==> config.mk <==
export PLATFORM = sky130hd
export DESIGN_NAME = ump_uart_pins
export DESIGN_NICKNAME = d
export VERILOG_FILES = /design/src/logic/ump_pkg.sv /design/src/logic/ump_delta_det.sv /design/src/logic/ump_baud_gen.sv /design/src/logic/ump_uart_pins.sv
export SDC_FILE = /design/constraint.sdc
export NUM_CORES = 1
export LEC_CHECK = 0
export BUFFER_PORTS_ARGS = -buffer_cell sky130_fd_sc_hd__buf_2
export CAP_MARGIN = 40
export CORE_UTILIZATION = 35
export DETAILED_ROUTE_END_ITERATION = 12
export GPL_ROUTABILITY_DRIVEN = 0
export SLEW_MARGIN = 25
export SYNTH_ARGS = -nofsm -noshare
export SYNTH_HDL_FRONTEND = slang
export SYNTH_SLANG_ARGS = --single-unit
==> constraint.sdc <==
create_clock -name ref_clk -period 13.1 [get_ports ref_clk]
set_input_delay 0.655 -clock ref_clk [delete_from_list [all_inputs] [get_ports ref_clk]]
set_output_delay 0.655 -clock ref_clk [all_outputs]
set_load 0.02 [all_outputs]
==> src/logic/ump_pkg.sv <==
// Purpose: shared constants for the uart host and modem pin block
// Assumes: 40 MHz ref_clk, pins synchronous to it except modem status and receive clock
// Notes: register offsets are 3-bit register-select codes
// ==========================================================
// package
package ump_pkg;
  // ========================================================
  // register select codes
  localparam logic [2:0] OFS_DATA = 3'h0;
  localparam logic [2:0] OFS_IEN = 3'h1;
  localparam logic [2:0] OFS_IID = 3'h2;
  localparam logic [2:0] OFS_LCTL = 3'h3;
  localparam logic [2:0] OFS_MCTL = 3'h4;
  localparam logic [2:0] OFS_LSTAT = 3'h5;
  localparam logic [2:0] OFS_MSTAT = 3'h6;
  localparam logic [2:0] OFS_SCR = 3'h7;
  // ========================================================
  // interrupt enable bits
  localparam int IEN_RXD = 0;
  localparam int IEN_THR = 1;
  localparam int IEN_LSE = 2;
  localparam int IEN_MSI = 3;
  // ========================================================
  // modem control bits
  localparam int MC_DTR = 0;
  localparam int MC_OUTA = 2;
  localparam int MC_OUTB = 3;
  localparam int MC_LOOP = 4;
  localparam int MC_ACTS = 5;
  // ========================================================
  // modem status bits
  localparam int MS_DCTS = 0;
  localparam int MS_DDSR = 1;
  localparam int MS_DDCD = 3;
  localparam int MS_CTS = 4;
  localparam int MS_DSR = 5;
  localparam int MS_DCD = 7;
  // ========================================================
  // line control and fifo control bits
  localparam int LC_DLAB = 7;
  localparam int FC_FIFO = 0;
  // ========================================================
  // interrupt identity codes
  localparam logic [3:0] IID_NONE = 4'h1;
  localparam logic [3:0] IID_LSE = 4'h6;
  localparam logic [3:0] IID_RXD = 4'h4;
  localparam logic [3:0] IID_RTO = 4'hC;
  localparam logic [3:0] IID_THR = 4'h2;
  localparam logic [3:0] IID_MSI = 4'h0;
  localparam logic [1:0] IID_FIFO_ON = 2'h3;
  // ========================================================
  // reset values
  localparam logic [7:0] RST_BYTE = 8'h00;
  localparam logic [15:0] RST_DIV = 16'h0000;
  localparam logic [5:0] RST_SEL = 6'h00;
endpackage : ump_pkg

==> src/logic/ump_delta_det.sv <==
// Purpose: synchronise one modem status input and flag its changes
// Assumes: clear comes from a taken modem status read
// Notes: a change in the clear cycle keeps the flag set
// ==========================================================
// module
module ump_delta_det (
  // clock and control
  input logic ref_clk,
  input logic sys_rst,
  input logic clk_en,
  // status pin and clear
  input logic pin_n,
  input logic clr,
  // results
  output logic level,
  output logic delta
);
  logic s1_r, s2_r, s3_r, dl_r;
  logic s1_nxt, s2_nxt, s3_nxt, dl_nxt;
  logic chg;

  // ========================================================
  // next state
  always_comb begin
    s1_nxt = pin_n;
    s2_nxt = s1_r;
    s3_nxt = s2_r;
    chg = s2_r ^ s3_r;
    dl_nxt = chg | (dl_r & ~clr);
  end

  always_ff @(posedge ref_clk) begin
    if (sys_rst) begin
      s1_r <= 1'b1;
      s2_r <= 1'b1;
      s3_r <= 1'b1;
      dl_r <= 1'b0;
    end else if (clk_en) begin
      s1_r <= s1_nxt;
      s2_r <= s2_nxt;
      s3_r <= s3_nxt;
      dl_r <= dl_nxt;
    end
  end

  // level reads active high, pin is active low
  assign level = ~s3_r;
  assign delta = dl_r;
endmodule : ump_delta_det

==> src/logic/ump_baud_gen.sv <==
// Purpose: transmit baud clock, sixteen times the bit rate
// Assumes: divisor of zero stops the clock low
// Notes: divisor of one holds the output high
// ==========================================================
// module
module ump_baud_gen (
  // clock and control
  input logic ref_clk,
  input logic sys_rst,
  input logic clk_en,
  // divisor
  input logic [15:0] divisor,
  // clock out
  output logic baud_out
);
  logic [15:0] cnt_r, cnt_nxt;
  logic out_r, out_nxt;

  // ========================================================
  // divider
  always_comb begin
    if (divisor == 16'h0000) begin
      cnt_nxt = 16'h0000;
    end else if (cnt_r == 16'h0000 || cnt_r >= divisor) begin
      cnt_nxt = divisor - 16'h0001;
    end else begin
      cnt_nxt = cnt_r - 16'h0001;
    end
    // glitch-free registered square wave, fit to feed the rx clock
    out_nxt = (divisor != 16'h0000) && (cnt_nxt >= {1'b0, divisor[15:1]});
  end

  always_ff @(posedge ref_clk) begin
    if (sys_rst) begin
      cnt_r <= ump_pkg::RST_DIV;
      out_r <= 1'b0;
    end else if (clk_en) begin
      cnt_r <= cnt_nxt;
      out_r <= out_nxt;
    end
  end

  assign baud_out = out_r;
endmodule : ump_baud_gen

==> src/logic/ump_uart_pins.sv <==
// Purpose: host bus pins, modem pins and interrupt of a uart
// Assumes: all inputs synchronous to ref_clk except modem status and receive clock
// Notes: serial framing and fifos sit outside; they feed status in
// ==========================================================
// module
//
// Behaviour
// - register select picks the accessed register
// - strobe low passes selects, rising edge holds
// - selected only when a, b high, c low
// - baud clock is reference divided by divisor
// - baud clock clean enough to time receiver
// - cts level bit 4, change bit 0
// - cts change interrupts unless auto cts on
// - auto cts mode gates the transmitter
// - carrier level bit 7, change bit 3
// - dsr level bit 5, change bit 1
// - carrier or dsr change interrupts when enabled
// - change flags set on toggle, cleared by read
// - driver disable low unless host is reading
// - dtr active low when control bit set
// - dtr inactive on reset, loopback, bit clear
// - interrupt high while enabled source pending
// - four interrupt source groups
// - interrupt drops once serviced or reset
// - eight-bit bidirectional three-state data bus
// - receiver timed by its own clock input
// - user outputs follow bits 2, 3, inactive in loopback
module ump_uart_pins (
  // clock, reset, enable
  input logic ref_clk,
  input logic sys_rst,
  input logic clk_en,
  // host select pins
  input logic [2:0] reg_select,
  input logic addr_strobe_n,
  input logic chip_sel_a,
  input logic chip_sel_b,
  input logic chip_sel_c_n,
  // host strobes
  input logic rd_n,
  input logic wr_n,
  // host data bus
  input logic [7:0] data_in,
  output logic [7:0] data_out,
  output logic data_oe,
  output logic driver_disable_n,
  output logic int_out,
  // modem pins
  input logic cts_n,
  input logic dsr_n,
  input logic dcd_n,
  output logic dtr_n,
  output logic user_out_a_n,
  output logic user_out_b_n,
  // clocks
  output logic tx_baud_clk_out,
  input logic rx_clk_in,
  output logic rx_tick,
  // serial path side
  input logic [7:0] rx_data,
  input logic rx_avail,
  input logic rx_timeout,
  input logic rx_error,
  input logic thr_empty,
  input logic [7:0] line_status,
  output logic rx_pop,
  output logic [7:0] tx_data,
  output logic tx_load,
  output logic tx_enable,
  output logic fifo_mode
);
  // ========================================================
  // declarations
  logic [5:0] sel_live, hold_r, hold_nxt, sel_eff;
  logic selected, reading, writing;
  logic rd_prev_r, rd_prev_nxt, wr_prev_r, wr_prev_nxt;
  logic rd_take, wr_take;
  logic [2:0] ofs;
  logic [7:0] ien_r, ien_nxt, mctl_r, mctl_nxt, lctl_r, lctl_nxt;
  logic [7:0] scr_r, scr_nxt, dll_r, dll_nxt, dlm_r, dlm_nxt;
  logic [7:0] fctl_r, fctl_nxt, dout_r, dout_nxt, tx_r, tx_nxt;
  logic oe_r, oe_nxt, txl_r, txl_nxt, pop_r, pop_nxt;
  logic int_r, int_nxt;
  logic [7:0] rdata, mstat, iid;
  logic msr_clr, dlab, loop_on, auto_cts;
  logic cts_lv, dsr_lv, dcd_lv, cts_d, dsr_d, dcd_d, msi_pend;
  logic rxc1_r, rxc2_r, rxc3_r, rxt_r;
  logic rxc1_nxt, rxc2_nxt, rxc3_nxt, rxt_nxt;

  // ========================================================
  // address strobe latch and chip select decode
  assign sel_live = {chip_sel_a, chip_sel_b, chip_sel_c_n, reg_select};

  always_comb begin
    hold_nxt = addr_strobe_n ? hold_r : sel_live;
    sel_eff = addr_strobe_n ? hold_r : sel_live;
    selected = sel_eff[5] & sel_eff[4] & ~sel_eff[3];
    ofs = sel_eff[2:0];
    reading = selected & ~rd_n;
    writing = selected & ~wr_n;
    rd_prev_nxt = reading;
    wr_prev_nxt = writing;
    rd_take = reading & ~rd_prev_r;
    wr_take = writing & ~wr_prev_r;
  end

  // ========================================================
  // modem status inputs
  ump_delta_det u_cts (
    .ref_clk(ref_clk),
    .sys_rst(sys_rst),
    .clk_en(clk_en),
    .pin_n(cts_n),
    .clr(msr_clr),
    .level(cts_lv),
    .delta(cts_d)
  );

  ump_delta_det u_dsr (
    .ref_clk(ref_clk),
    .sys_rst(sys_rst),
    .clk_en(clk_en),
    .pin_n(dsr_n),
    .clr(msr_clr),
    .level(dsr_lv),
    .delta(dsr_d)
  );

  ump_delta_det u_dcd (
    .ref_clk(ref_clk),
    .sys_rst(sys_rst),
    .clk_en(clk_en),
    .pin_n(dcd_n),
    .clr(msr_clr),
    .level(dcd_lv),
    .delta(dcd_d)
  );

  always_comb begin
    mstat = 8'h00;
    mstat[ump_pkg::MS_CTS] = cts_lv;
    mstat[ump_pkg::MS_DCTS] = cts_d;
    mstat[ump_pkg::MS_DCD] = dcd_lv;
    mstat[ump_pkg::MS_DDCD] = dcd_d;
    mstat[ump_pkg::MS_DSR] = dsr_lv;
    mstat[ump_pkg::MS_DDSR] = dsr_d;
    msr_clr = rd_take && ofs == ump_pkg::OFS_MSTAT;
  end

  // ========================================================
  // interrupt priority and identity
  assign dlab = lctl_r[ump_pkg::LC_DLAB];
  assign loop_on = mctl_r[ump_pkg::MC_LOOP];
  assign auto_cts = mctl_r[ump_pkg::MC_ACTS];

  always_comb begin
    msi_pend = dcd_d | dsr_d | (cts_d & ~auto_cts);
    iid = {4'h0, ump_pkg::IID_NONE};
    if (ien_r[ump_pkg::IEN_LSE] && rx_error) begin
      iid[3:0] = ump_pkg::IID_LSE;
    end else if (ien_r[ump_pkg::IEN_RXD] && rx_avail) begin
      iid[3:0] = ump_pkg::IID_RXD;
    end else if (ien_r[ump_pkg::IEN_RXD] && rx_timeout && fifo_mode) begin
      iid[3:0] = ump_pkg::IID_RTO;
    end else if (ien_r[ump_pkg::IEN_THR] && thr_empty) begin
      iid[3:0] = ump_pkg::IID_THR;
    end else if (ien_r[ump_pkg::IEN_MSI] && msi_pend) begin
      iid[3:0] = ump_pkg::IID_MSI;
    end
    if (fifo_mode) begin
      iid[7:6] = ump_pkg::IID_FIFO_ON;
    end
    // pending sources are levels, so service drops them
    int_nxt = ~iid[0];
  end

  // ========================================================
  // register read mux
  always_comb begin
    unique case (ofs)
      ump_pkg::OFS_DATA: rdata = dlab ? dll_r : rx_data;
      ump_pkg::OFS_IEN: rdata = dlab ? dlm_r : ien_r;
      ump_pkg::OFS_IID: rdata = iid;
      ump_pkg::OFS_LCTL: rdata = lctl_r;
      ump_pkg::OFS_MCTL: rdata = mctl_r;
      ump_pkg::OFS_LSTAT: rdata = line_status;
      ump_pkg::OFS_MSTAT: rdata = mstat;
      ump_pkg::OFS_SCR: rdata = scr_r;
    endcase
  end

  // ========================================================
  // register writes and bus outputs
  always_comb begin
    ien_nxt = ien_r;
    mctl_nxt = mctl_r;
    lctl_nxt = lctl_r;
    scr_nxt = scr_r;
    dll_nxt = dll_r;
    dlm_nxt = dlm_r;
    fctl_nxt = fctl_r;
    tx_nxt = tx_r;
    txl_nxt = 1'b0;
    if (wr_take) begin
      unique case (ofs)
        ump_pkg::OFS_DATA: begin
          if (dlab) begin
            dll_nxt = data_in;
          end else begin
            tx_nxt = data_in;
            txl_nxt = 1'b1;
          end
        end
        ump_pkg::OFS_IEN: begin
          if (dlab) begin
            dlm_nxt = data_in;
          end else begin
            ien_nxt = {4'h0, data_in[3:0]};
          end
        end
        ump_pkg::OFS_IID: fctl_nxt = data_in;
        ump_pkg::OFS_LCTL: lctl_nxt = data_in;
        ump_pkg::OFS_MCTL: mctl_nxt = {2'b00, data_in[5:0]};
        ump_pkg::OFS_SCR: scr_nxt = data_in;
        ump_pkg::OFS_LSTAT, ump_pkg::OFS_MSTAT: begin
        end
      endcase
    end
    // data captured once per read so a clearing read shows old flags
    dout_nxt = rd_take ? rdata : dout_r;
    oe_nxt = reading;
    pop_nxt = rd_take && ofs == ump_pkg::OFS_DATA && !dlab;
  end

  always_ff @(posedge ref_clk) begin
    if (sys_rst) begin
      hold_r <= ump_pkg::RST_SEL;
      rd_prev_r <= 1'b0;
      wr_prev_r <= 1'b0;
      ien_r <= ump_pkg::RST_BYTE;
      mctl_r <= ump_pkg::RST_BYTE;
      lctl_r <= ump_pkg::RST_BYTE;
      scr_r <= ump_pkg::RST_BYTE;
      dll_r <= ump_pkg::RST_BYTE;
      dlm_r <= ump_pkg::RST_BYTE;
      fctl_r <= ump_pkg::RST_BYTE;
      tx_r <= ump_pkg::RST_BYTE;
      txl_r <= 1'b0;
      dout_r <= ump_pkg::RST_BYTE;
      oe_r <= 1'b0;
      pop_r <= 1'b0;
      int_r <= 1'b0;
    end else if (clk_en) begin
      hold_r <= hold_nxt;
      rd_prev_r <= rd_prev_nxt;
      wr_prev_r <= wr_prev_nxt;
      ien_r <= ien_nxt;
      mctl_r <= mctl_nxt;
      lctl_r <= lctl_nxt;
      scr_r <= scr_nxt;
      dll_r <= dll_nxt;
      dlm_r <= dlm_nxt;
      fctl_r <= fctl_nxt;
      tx_r <= tx_nxt;
      txl_r <= txl_nxt;
      dout_r <= dout_nxt;
      oe_r <= oe_nxt;
      pop_r <= pop_nxt;
      int_r <= int_nxt;
    end
  end

  // ========================================================
  // receive clock input
  always_comb begin
    rxc1_nxt = rx_clk_in;
    rxc2_nxt = rxc1_r;
    rxc3_nxt = rxc2_r;
    rxt_nxt = rxc2_r & ~rxc3_r;
  end

  always_ff @(posedge ref_clk) begin
    if (sys_rst) begin
      rxc1_r <= 1'b0;
      rxc2_r <= 1'b0;
      rxc3_r <= 1'b0;
      rxt_r <= 1'b0;
    end else if (clk_en) begin
      rxc1_r <= rxc1_nxt;
      rxc2_r <= rxc2_nxt;
      rxc3_r <= rxc3_nxt;
      rxt_r <= rxt_nxt;
    end
  end

  // ========================================================
  // transmit baud clock
  ump_baud_gen u_baud (
    .ref_clk(ref_clk),
    .sys_rst(sys_rst),
    .clk_en(clk_en),
    .divisor({dlm_r, dll_r}),
    .baud_out(tx_baud_clk_out)
  );

  // ========================================================
  // outputs
  assign data_out = dout_r;
  assign data_oe = oe_r;
  assign driver_disable_n = reading;
  assign int_out = int_r;
  assign dtr_n = ~(mctl_r[ump_pkg::MC_DTR] & ~loop_on);
  assign user_out_a_n = ~(mctl_r[ump_pkg::MC_OUTA] & ~loop_on);
  assign user_out_b_n = ~(mctl_r[ump_pkg::MC_OUTB] & ~loop_on);
  assign tx_enable = ~auto_cts | cts_lv;
  assign fifo_mode = fctl_r[ump_pkg::FC_FIFO];
  assign rx_tick = rxt_r;
  assign rx_pop = pop_r;
  assign tx_data = tx_r;
  assign tx_load = txl_r;
endmodule : ump_uart_pins

== Word-level counts from Yosys, hierarchy flattened ==
Cells that the tools add are included.
Operators by class
  multiplexer cells: 15
  equal/unequal tests: 7
  add/sub/neg operators: 2
  reductions and logical operators: 25
  order comparisons: 2
  bitwise logic cells: 40
Operators with widths (number)
  8-bit one-hot mux with 8 select lines: 1
  16-bit logical NOT: 2
  16-bit two-way mux: 2
  16-bit by 1-bit subtractor with 16-bit output, second input constant: 2
  1-bit NOT: 17
  16-bit by 15-bit >= comparator with 1-bit output: 1
  16-bit >= comparator: 1
  8-bit two-way mux: 2
  4-bit AND reduction: 4
  16-bit nonzero test: 1
  1-bit AND: 14
  3-bit equality test, second input constant: 4
  4-bit two-way mux: 3
  3-bit AND reduction: 4
  1-bit logical AND: 10
  3-bit by 2-bit equality test with 1-bit output, second input constant: 2
  6-bit two-way mux: 1
  1-bit bitwise OR: 6
  1-bit two-way mux: 4
  2-bit two-way mux: 2
  3-bit by 1-bit equality test with 1-bit output, second input constant: 1
  3-bit logical NOT: 1
  1-bit XOR: 3
  2-bit AND reduction: 1
  2 further kinds: 2
Storage, ports and cells
  bits of input ports: 44
  logic and storage cells: 124
  bits in registers: 103

== Longest topological paths before layout ==
  depth in word-level cells: 10
  mapped depth: 28
  depth with buffers taken out: 25

== Cells and area by module ==
Synthesis repeated with hierarchy kept, for this count alone.
Unflattened totals
  cell total of the unflattened synthesis: 733
  area, all modules: 6381.1 µm²
Modules (own cells, without submodules)
  ump_uart_pins: area an instance 3646.0 µm², times used 1, cells each 408
  ump_baud_gen: area an instance 2232.1 µm², times used 1, cells each 274
  ump_delta_det: area an instance 167.7 µm², times used 3, cells each 17

== Worst setup path before layout ==
OpenSTA, ideal clock, no wires.
  path kind: register to register
  start point: register u_baud.cnt_r[3]
  end point: register u_baud.out_r, in the netlist u_baud.baud_out
  arrival: 4902 ps
  path slack: 8077 ps
  library setup time: 122 ps
  buffers on the path: 3
  required time: 12978 ps
  stages on the path, launching flop included: 25
  cells stage by stage: dfxtp_1 -> or4_1 -> nor2_1 -> nand2_1 -> nor3_1 -> nor4_1 -> buf_4 -> buf_2 -> a21oi_1 -> ha_1 -> nor3b_2 -> nand2b_1 -> or3_1 -> clkbuf_1 -> nor3_1 -> xnor2_1 -> a211oi_1 -> ha_1 -> inv_1 -> nor2_1 -> a2111oi_0 -> o21ai_0 -> a31oi_1 -> nor3_1 -> a221o_1
Between the ends
  longest elaborated chain between the ends: 6
  elaborated cells between the ends (all ways): 8
  classes of those cells: add/sub (1); order compare (2); mux (2); reduce/logical (3)
RTL lines
  start, declared: RTL line ump_baud_gen.sv:16  | logic [15:0] cnt_r, cnt_nxt;
  start signal, assigned: RTL line ump_baud_gen.sv:35  | cnt_r <= ump_pkg::RST_DIV;
  start signal, assigned: RTL line ump_baud_gen.sv:38  | cnt_r <= cnt_nxt;
  16-bit >= comparator or 16-bit logical NOT (tied branches): RTL line ump_baud_gen.sv:24  | end else if (cnt_r == 16'h0000 || cnt_r >= divisor) begin
  1-bit logical OR: RTL line ump_baud_gen.sv:24
  16-bit two-way mux (*): RTL line ump_baud_gen.sv:24
  16-bit two-way mux (*): RTL line ump_baud_gen.sv:22  | if (divisor == 16'h0000) begin
  net u_baud.cnt_nxt[12]: RTL line ump_baud_gen.sv:16
  16-bit by 15-bit >= comparator with 1-bit output (*): RTL line ump_baud_gen.sv:30  | out_nxt = (divisor != 16'h0000) && (cnt_nxt >= {1'b0, divisor[15:1]});
  1-bit logical AND (*): RTL line ump_baud_gen.sv:30
  end signal, assigned: RTL line ump_baud_gen.sv:39  | out_r <= out_nxt;
  end, declared: RTL line ump_baud_gen.sv:17  | logic out_r, out_nxt;
Mark *: on every way through the listed nets, which the timed path passes. The rest lies on a longest branch.
A chain may end at the register's enable or synchronous reset.

== Worst setup path in the final report ==
  start point: register dlm_r[5]
  end point: register u_baud.out_r, in the netlist u_baud.baud_out
Between the ends
  longest elaborated chain between the ends: 6
  elaborated cells between the ends (all ways): 9
  classes of those cells: add/sub (1); order compare (2); mux (2); reduce/logical (4)
RTL lines
  start, declared: RTL line ump_uart_pins.sv:81  | logic [7:0] scr_r, scr_nxt, dll_r, dll_nxt, dlm_r, dlm_nxt;
  start signal, assigned: RTL line ump_uart_pins.sv:246  | dlm_r <= ump_pkg::RST_BYTE;
  start signal, assigned: RTL line ump_uart_pins.sv:263  | dlm_r <= dlm_nxt;
  16-bit >= comparator: RTL line ump_baud_gen.sv:24
  1-bit logical OR: RTL line ump_baud_gen.sv:24
  16-bit two-way mux: RTL line ump_baud_gen.sv:24
  16-bit two-way mux (*): RTL line ump_baud_gen.sv:22
  net u_baud.cnt_nxt[12]: RTL line ump_baud_gen.sv:16
  16-bit by 15-bit >= comparator with 1-bit output (*): RTL line ump_baud_gen.sv:30
  1-bit logical AND (*): RTL line ump_baud_gen.sv:30
Marks and branches as above.

==> qor.yml <==
detailed_routing:
  wl_met3_um: 865
  wl_met2_um: 7669
  maxUsedRoutingLayer: "met4"
  routedWlPerCell_um: 16.89
  first_pass_iters: 5
  drtIter0Drc: 456
  num_vias: 5461
  via_per_inst: 5.418
  wirelength_um: 17020
  ant_nets: 0
  drt-met1-wl_um: 8249
  drc_errors: 0
layout:
  final_common_cell: "nand2_1"
  antenna_cells: 0
  final_cell_mix: "nand2_1, dfxtp_1, nor2_1, buf_2, a21oi_1"
  stdcell_area_mm2: 0.006764
  multi_input_area_mm2: 0.003580
  nFillCells: 1714
  area_growth_pct: 15.24
  drive_above_1_share: 0.1439
  instances_no_fill: 1008
  seq_area_mm2: 0.002062
  layout.nets: 863
worst_hold_path:
  min_path_type: "register to register"
  holdPathEnd: "scr_r[2]"
  hold_path_depth: 2
  min_from: "scr_r[2]"
clocking:
  cts_hold_buf: 0
  htree_num_levels: 3
  clockRootBuffer: "clkbuf_16"
  post_cts.repair.setup_buffers: 0
  tritoncts: "yes"
  clk_pin_slew_ps: 70
  cts.repair.resized: 0
  clk_path_buf_depth: 2
  worstSkewPairLatency_ps: 350
  cts_made_buffers: 9
  cts_sinks: 103
power:
  vdd_drop_max_uv: 61.63
  p_leak_nw: 2.845
  powerDensity_mw_per_mm2: 96.88
global_routing:
  grt_overflow_total: 0
  antenna_found_initial: 0
  grt_pass1_wl_um: 27500
  grt_max_degree: 43
  grt_pass1_vias: 5035
  grt_use_total: 0.1984
logic_synthesis:
  synth_seq_cells: 103
  netlist_instances: 728
  postSynthNetCount: 804
  syn_area_mm2: 0.005869
  synth_edf_count: 0
  yosysWarnings: 0
  ys.flop_type: "dfxtp_1"
  ys_seq_area_frac: 0.3513
  postSynth.asyncResetShare: 0
  syn_avg_cell_area_um2: 8.062
  ys_types: 58
run_status:
  status: "complete, no violations"
floorplanning:
  die-area_mm2: 0.01729
  start_util: 0.3642
  die_h_um: 131.5
  io_pins: 72
  rows: 46
  die_w_um: 131.5
  core_region_area_mm2: 0.01612
worst_setup_path:
  rr_worst_depth: 22
  worstSetupEndpointType: "register"
  worst_ep_arrival_time_ps: 5980
  reg2reg_slack_ps: 7370
  path_max_fanout: 19
  startpoint_type: "register"
  crit_required_ps: 13340
  reg2reg_to: "u_baud.baud_out"
  crit-reg2reg-launch: "dlm_r[5]"
  critPathKind: "register to register"
timing:
  final-hold-violation-count: 0
  setup_viol_count_final: 0
  rsz0062_at_grt: "false"
  finalHoldWorstSlack_ps: 453.8
  tns_ps: 0
  slew_headroom: 0.4976
  final_max_slew_viol_count: 0
  fmax_ghz: 0.1745
  fin_worst_skew_ps: 8.900
  post-route-min-period_ps: 5732
  worst_slew_pin_slew_ps: 751.9
  min_period_over_period: 0.4376
placed_design:
  dpl.hpwl_um: 12560
  io_buffers: 71
  dpl_cell_area_mm2: 0.006456
  placed_cells: 991
flow_run:
  max_cap_violations: 0
## cell families (layout without fill, tap and decap cells)
logic type               after synthesis  count (layout)  synth area share
AND/OR/NAND/NOR                      289             289            0.2232
AO/OA/AOI/OAI                        159             159            0.1761
flip-flops                           103             103            0.3513
buffers and inverters                 60             124           0.04114
multiplexers                          59              59            0.1013
adder cells (fa/ha/maj)               32              32           0.06822
XOR/XNOR                              26              26           0.03880
## critical path, cell delays in order (launching register included)
cell and delay (ps):
dfxtp_1 460, inv_1 160, ha_1 330, nand4_1 140, a2111oi_0 640, nor4_2 90, buf_4 250, mux2i_1 260
ha_1 320, nor3b_2 300, nand2b_1 120, or3_1 410, nor3_1 420, xnor2_1 110, a211oi_1 260, ha_1 270
inv_1 70, nor2_1 50, a2111oi_0 340, o21ai_0 140, a31oi_1 160, nor3_1 70, a221o_1 260
## per-layer routing
layer / up-vias / track usage
met3: 18 / 0.02546
met5: - / 0
met4: 0 / 0.05491
li1: 2697 / -
met1: 2588 / 0.2847
met2: 158 / 0.3086
## power by group
group / leakage [nW] / switching, mW / internal, mW / total [mW]
Combinational: 1.86 / 0.0371 / 0.0211 / 0.0583
Clock: 0.147 / 0.128 / 0.147 / 0.275
Sequential: 0.834 / 0.00392 / 0.318 / 0.322
Total: 2.85 / 0.169 / 0.486 / 0.655
## cells in the mapped netlist (6+ instances only)
library cell / number / share of area
nor2_1: 87 / 0.056
and2_1: 6 / 0.0064
nor3_1: 15 / 0.013
nand3_1: 15 / 0.013
ha_1: 32 / 0.068
nand2b_1: 10 / 0.011
dfxtp_1: 103 / 0.35
a211oi_1: 10 / 0.013
xnor2_1: 17 / 0.025
inv_1: 23 / 0.015
xor2_1: 9 / 0.013
nand2_1: 124 / 0.079
a21o_1: 7 / 0.0090
o21ai_0: 21 / 0.018
clkbuf_1: 26 / 0.017
a21oi_1: 61 / 0.052
a22oi_1: 7 / 0.0090
mux2i_1: 56 / 0.096
a211o_1: 9 / 0.013
## area by class of cell
class                           instances  share of cell area
Multi-Input combinational cell        565              0.5292
Sequential cell                       103              0.3048
Timing Repair Buffer                   85             0.06844
Tap cell                              216             0.03996
Clock buffer                           12             0.03940
Inverter                               23             0.01276
Clock inverter                          4            0.005364
## sequential cells by signal, indices dropped and copies added, names as in the netlist, 4 cells and up
signal / count
scr_r: 8
data_out: 8
ien_r: 4
lctl_r: 8
u_baud.cnt_r: 16
dlm_r: 8
mctl_r: 6
tx_data: 8
hold_r: 6
dll_r: 8
## per-stage QoR
step | power [mW] | utilization | setup WS, ps
5_1_grt | 0.6779 | 0.4197 | 6798
3_3_place_gp | 0.3854 | 0.3975 | 7481
6_report | 0.6553 | 0.4197 | 7368
4_1_cts | 0.6590 | 0.4194 | 7385
3_5_place_dp | 0.3865 | 0.4006 | 7398
2_1_floorplan | 0.3631 | - | 8077
## worst max-delay path by stage
stage,from,to,slack [ps]
4_1_cts,dlm_r[5],u_baud.baud_out,7390
3_3_place_gp,dlm_r[5],u_baud.baud_out,7480
5_1_grt,dlm_r[5],u_baud.baud_out,6800
2_1_floorplan,u_baud.cnt_r[3],u_baud.baud_out,8080
3_5_place_dp,dlm_r[5],u_baud.baud_out,7400
6_report,dlm_r[5],u_baud.baud_out,7370
(Power assumes the default switching activity.)
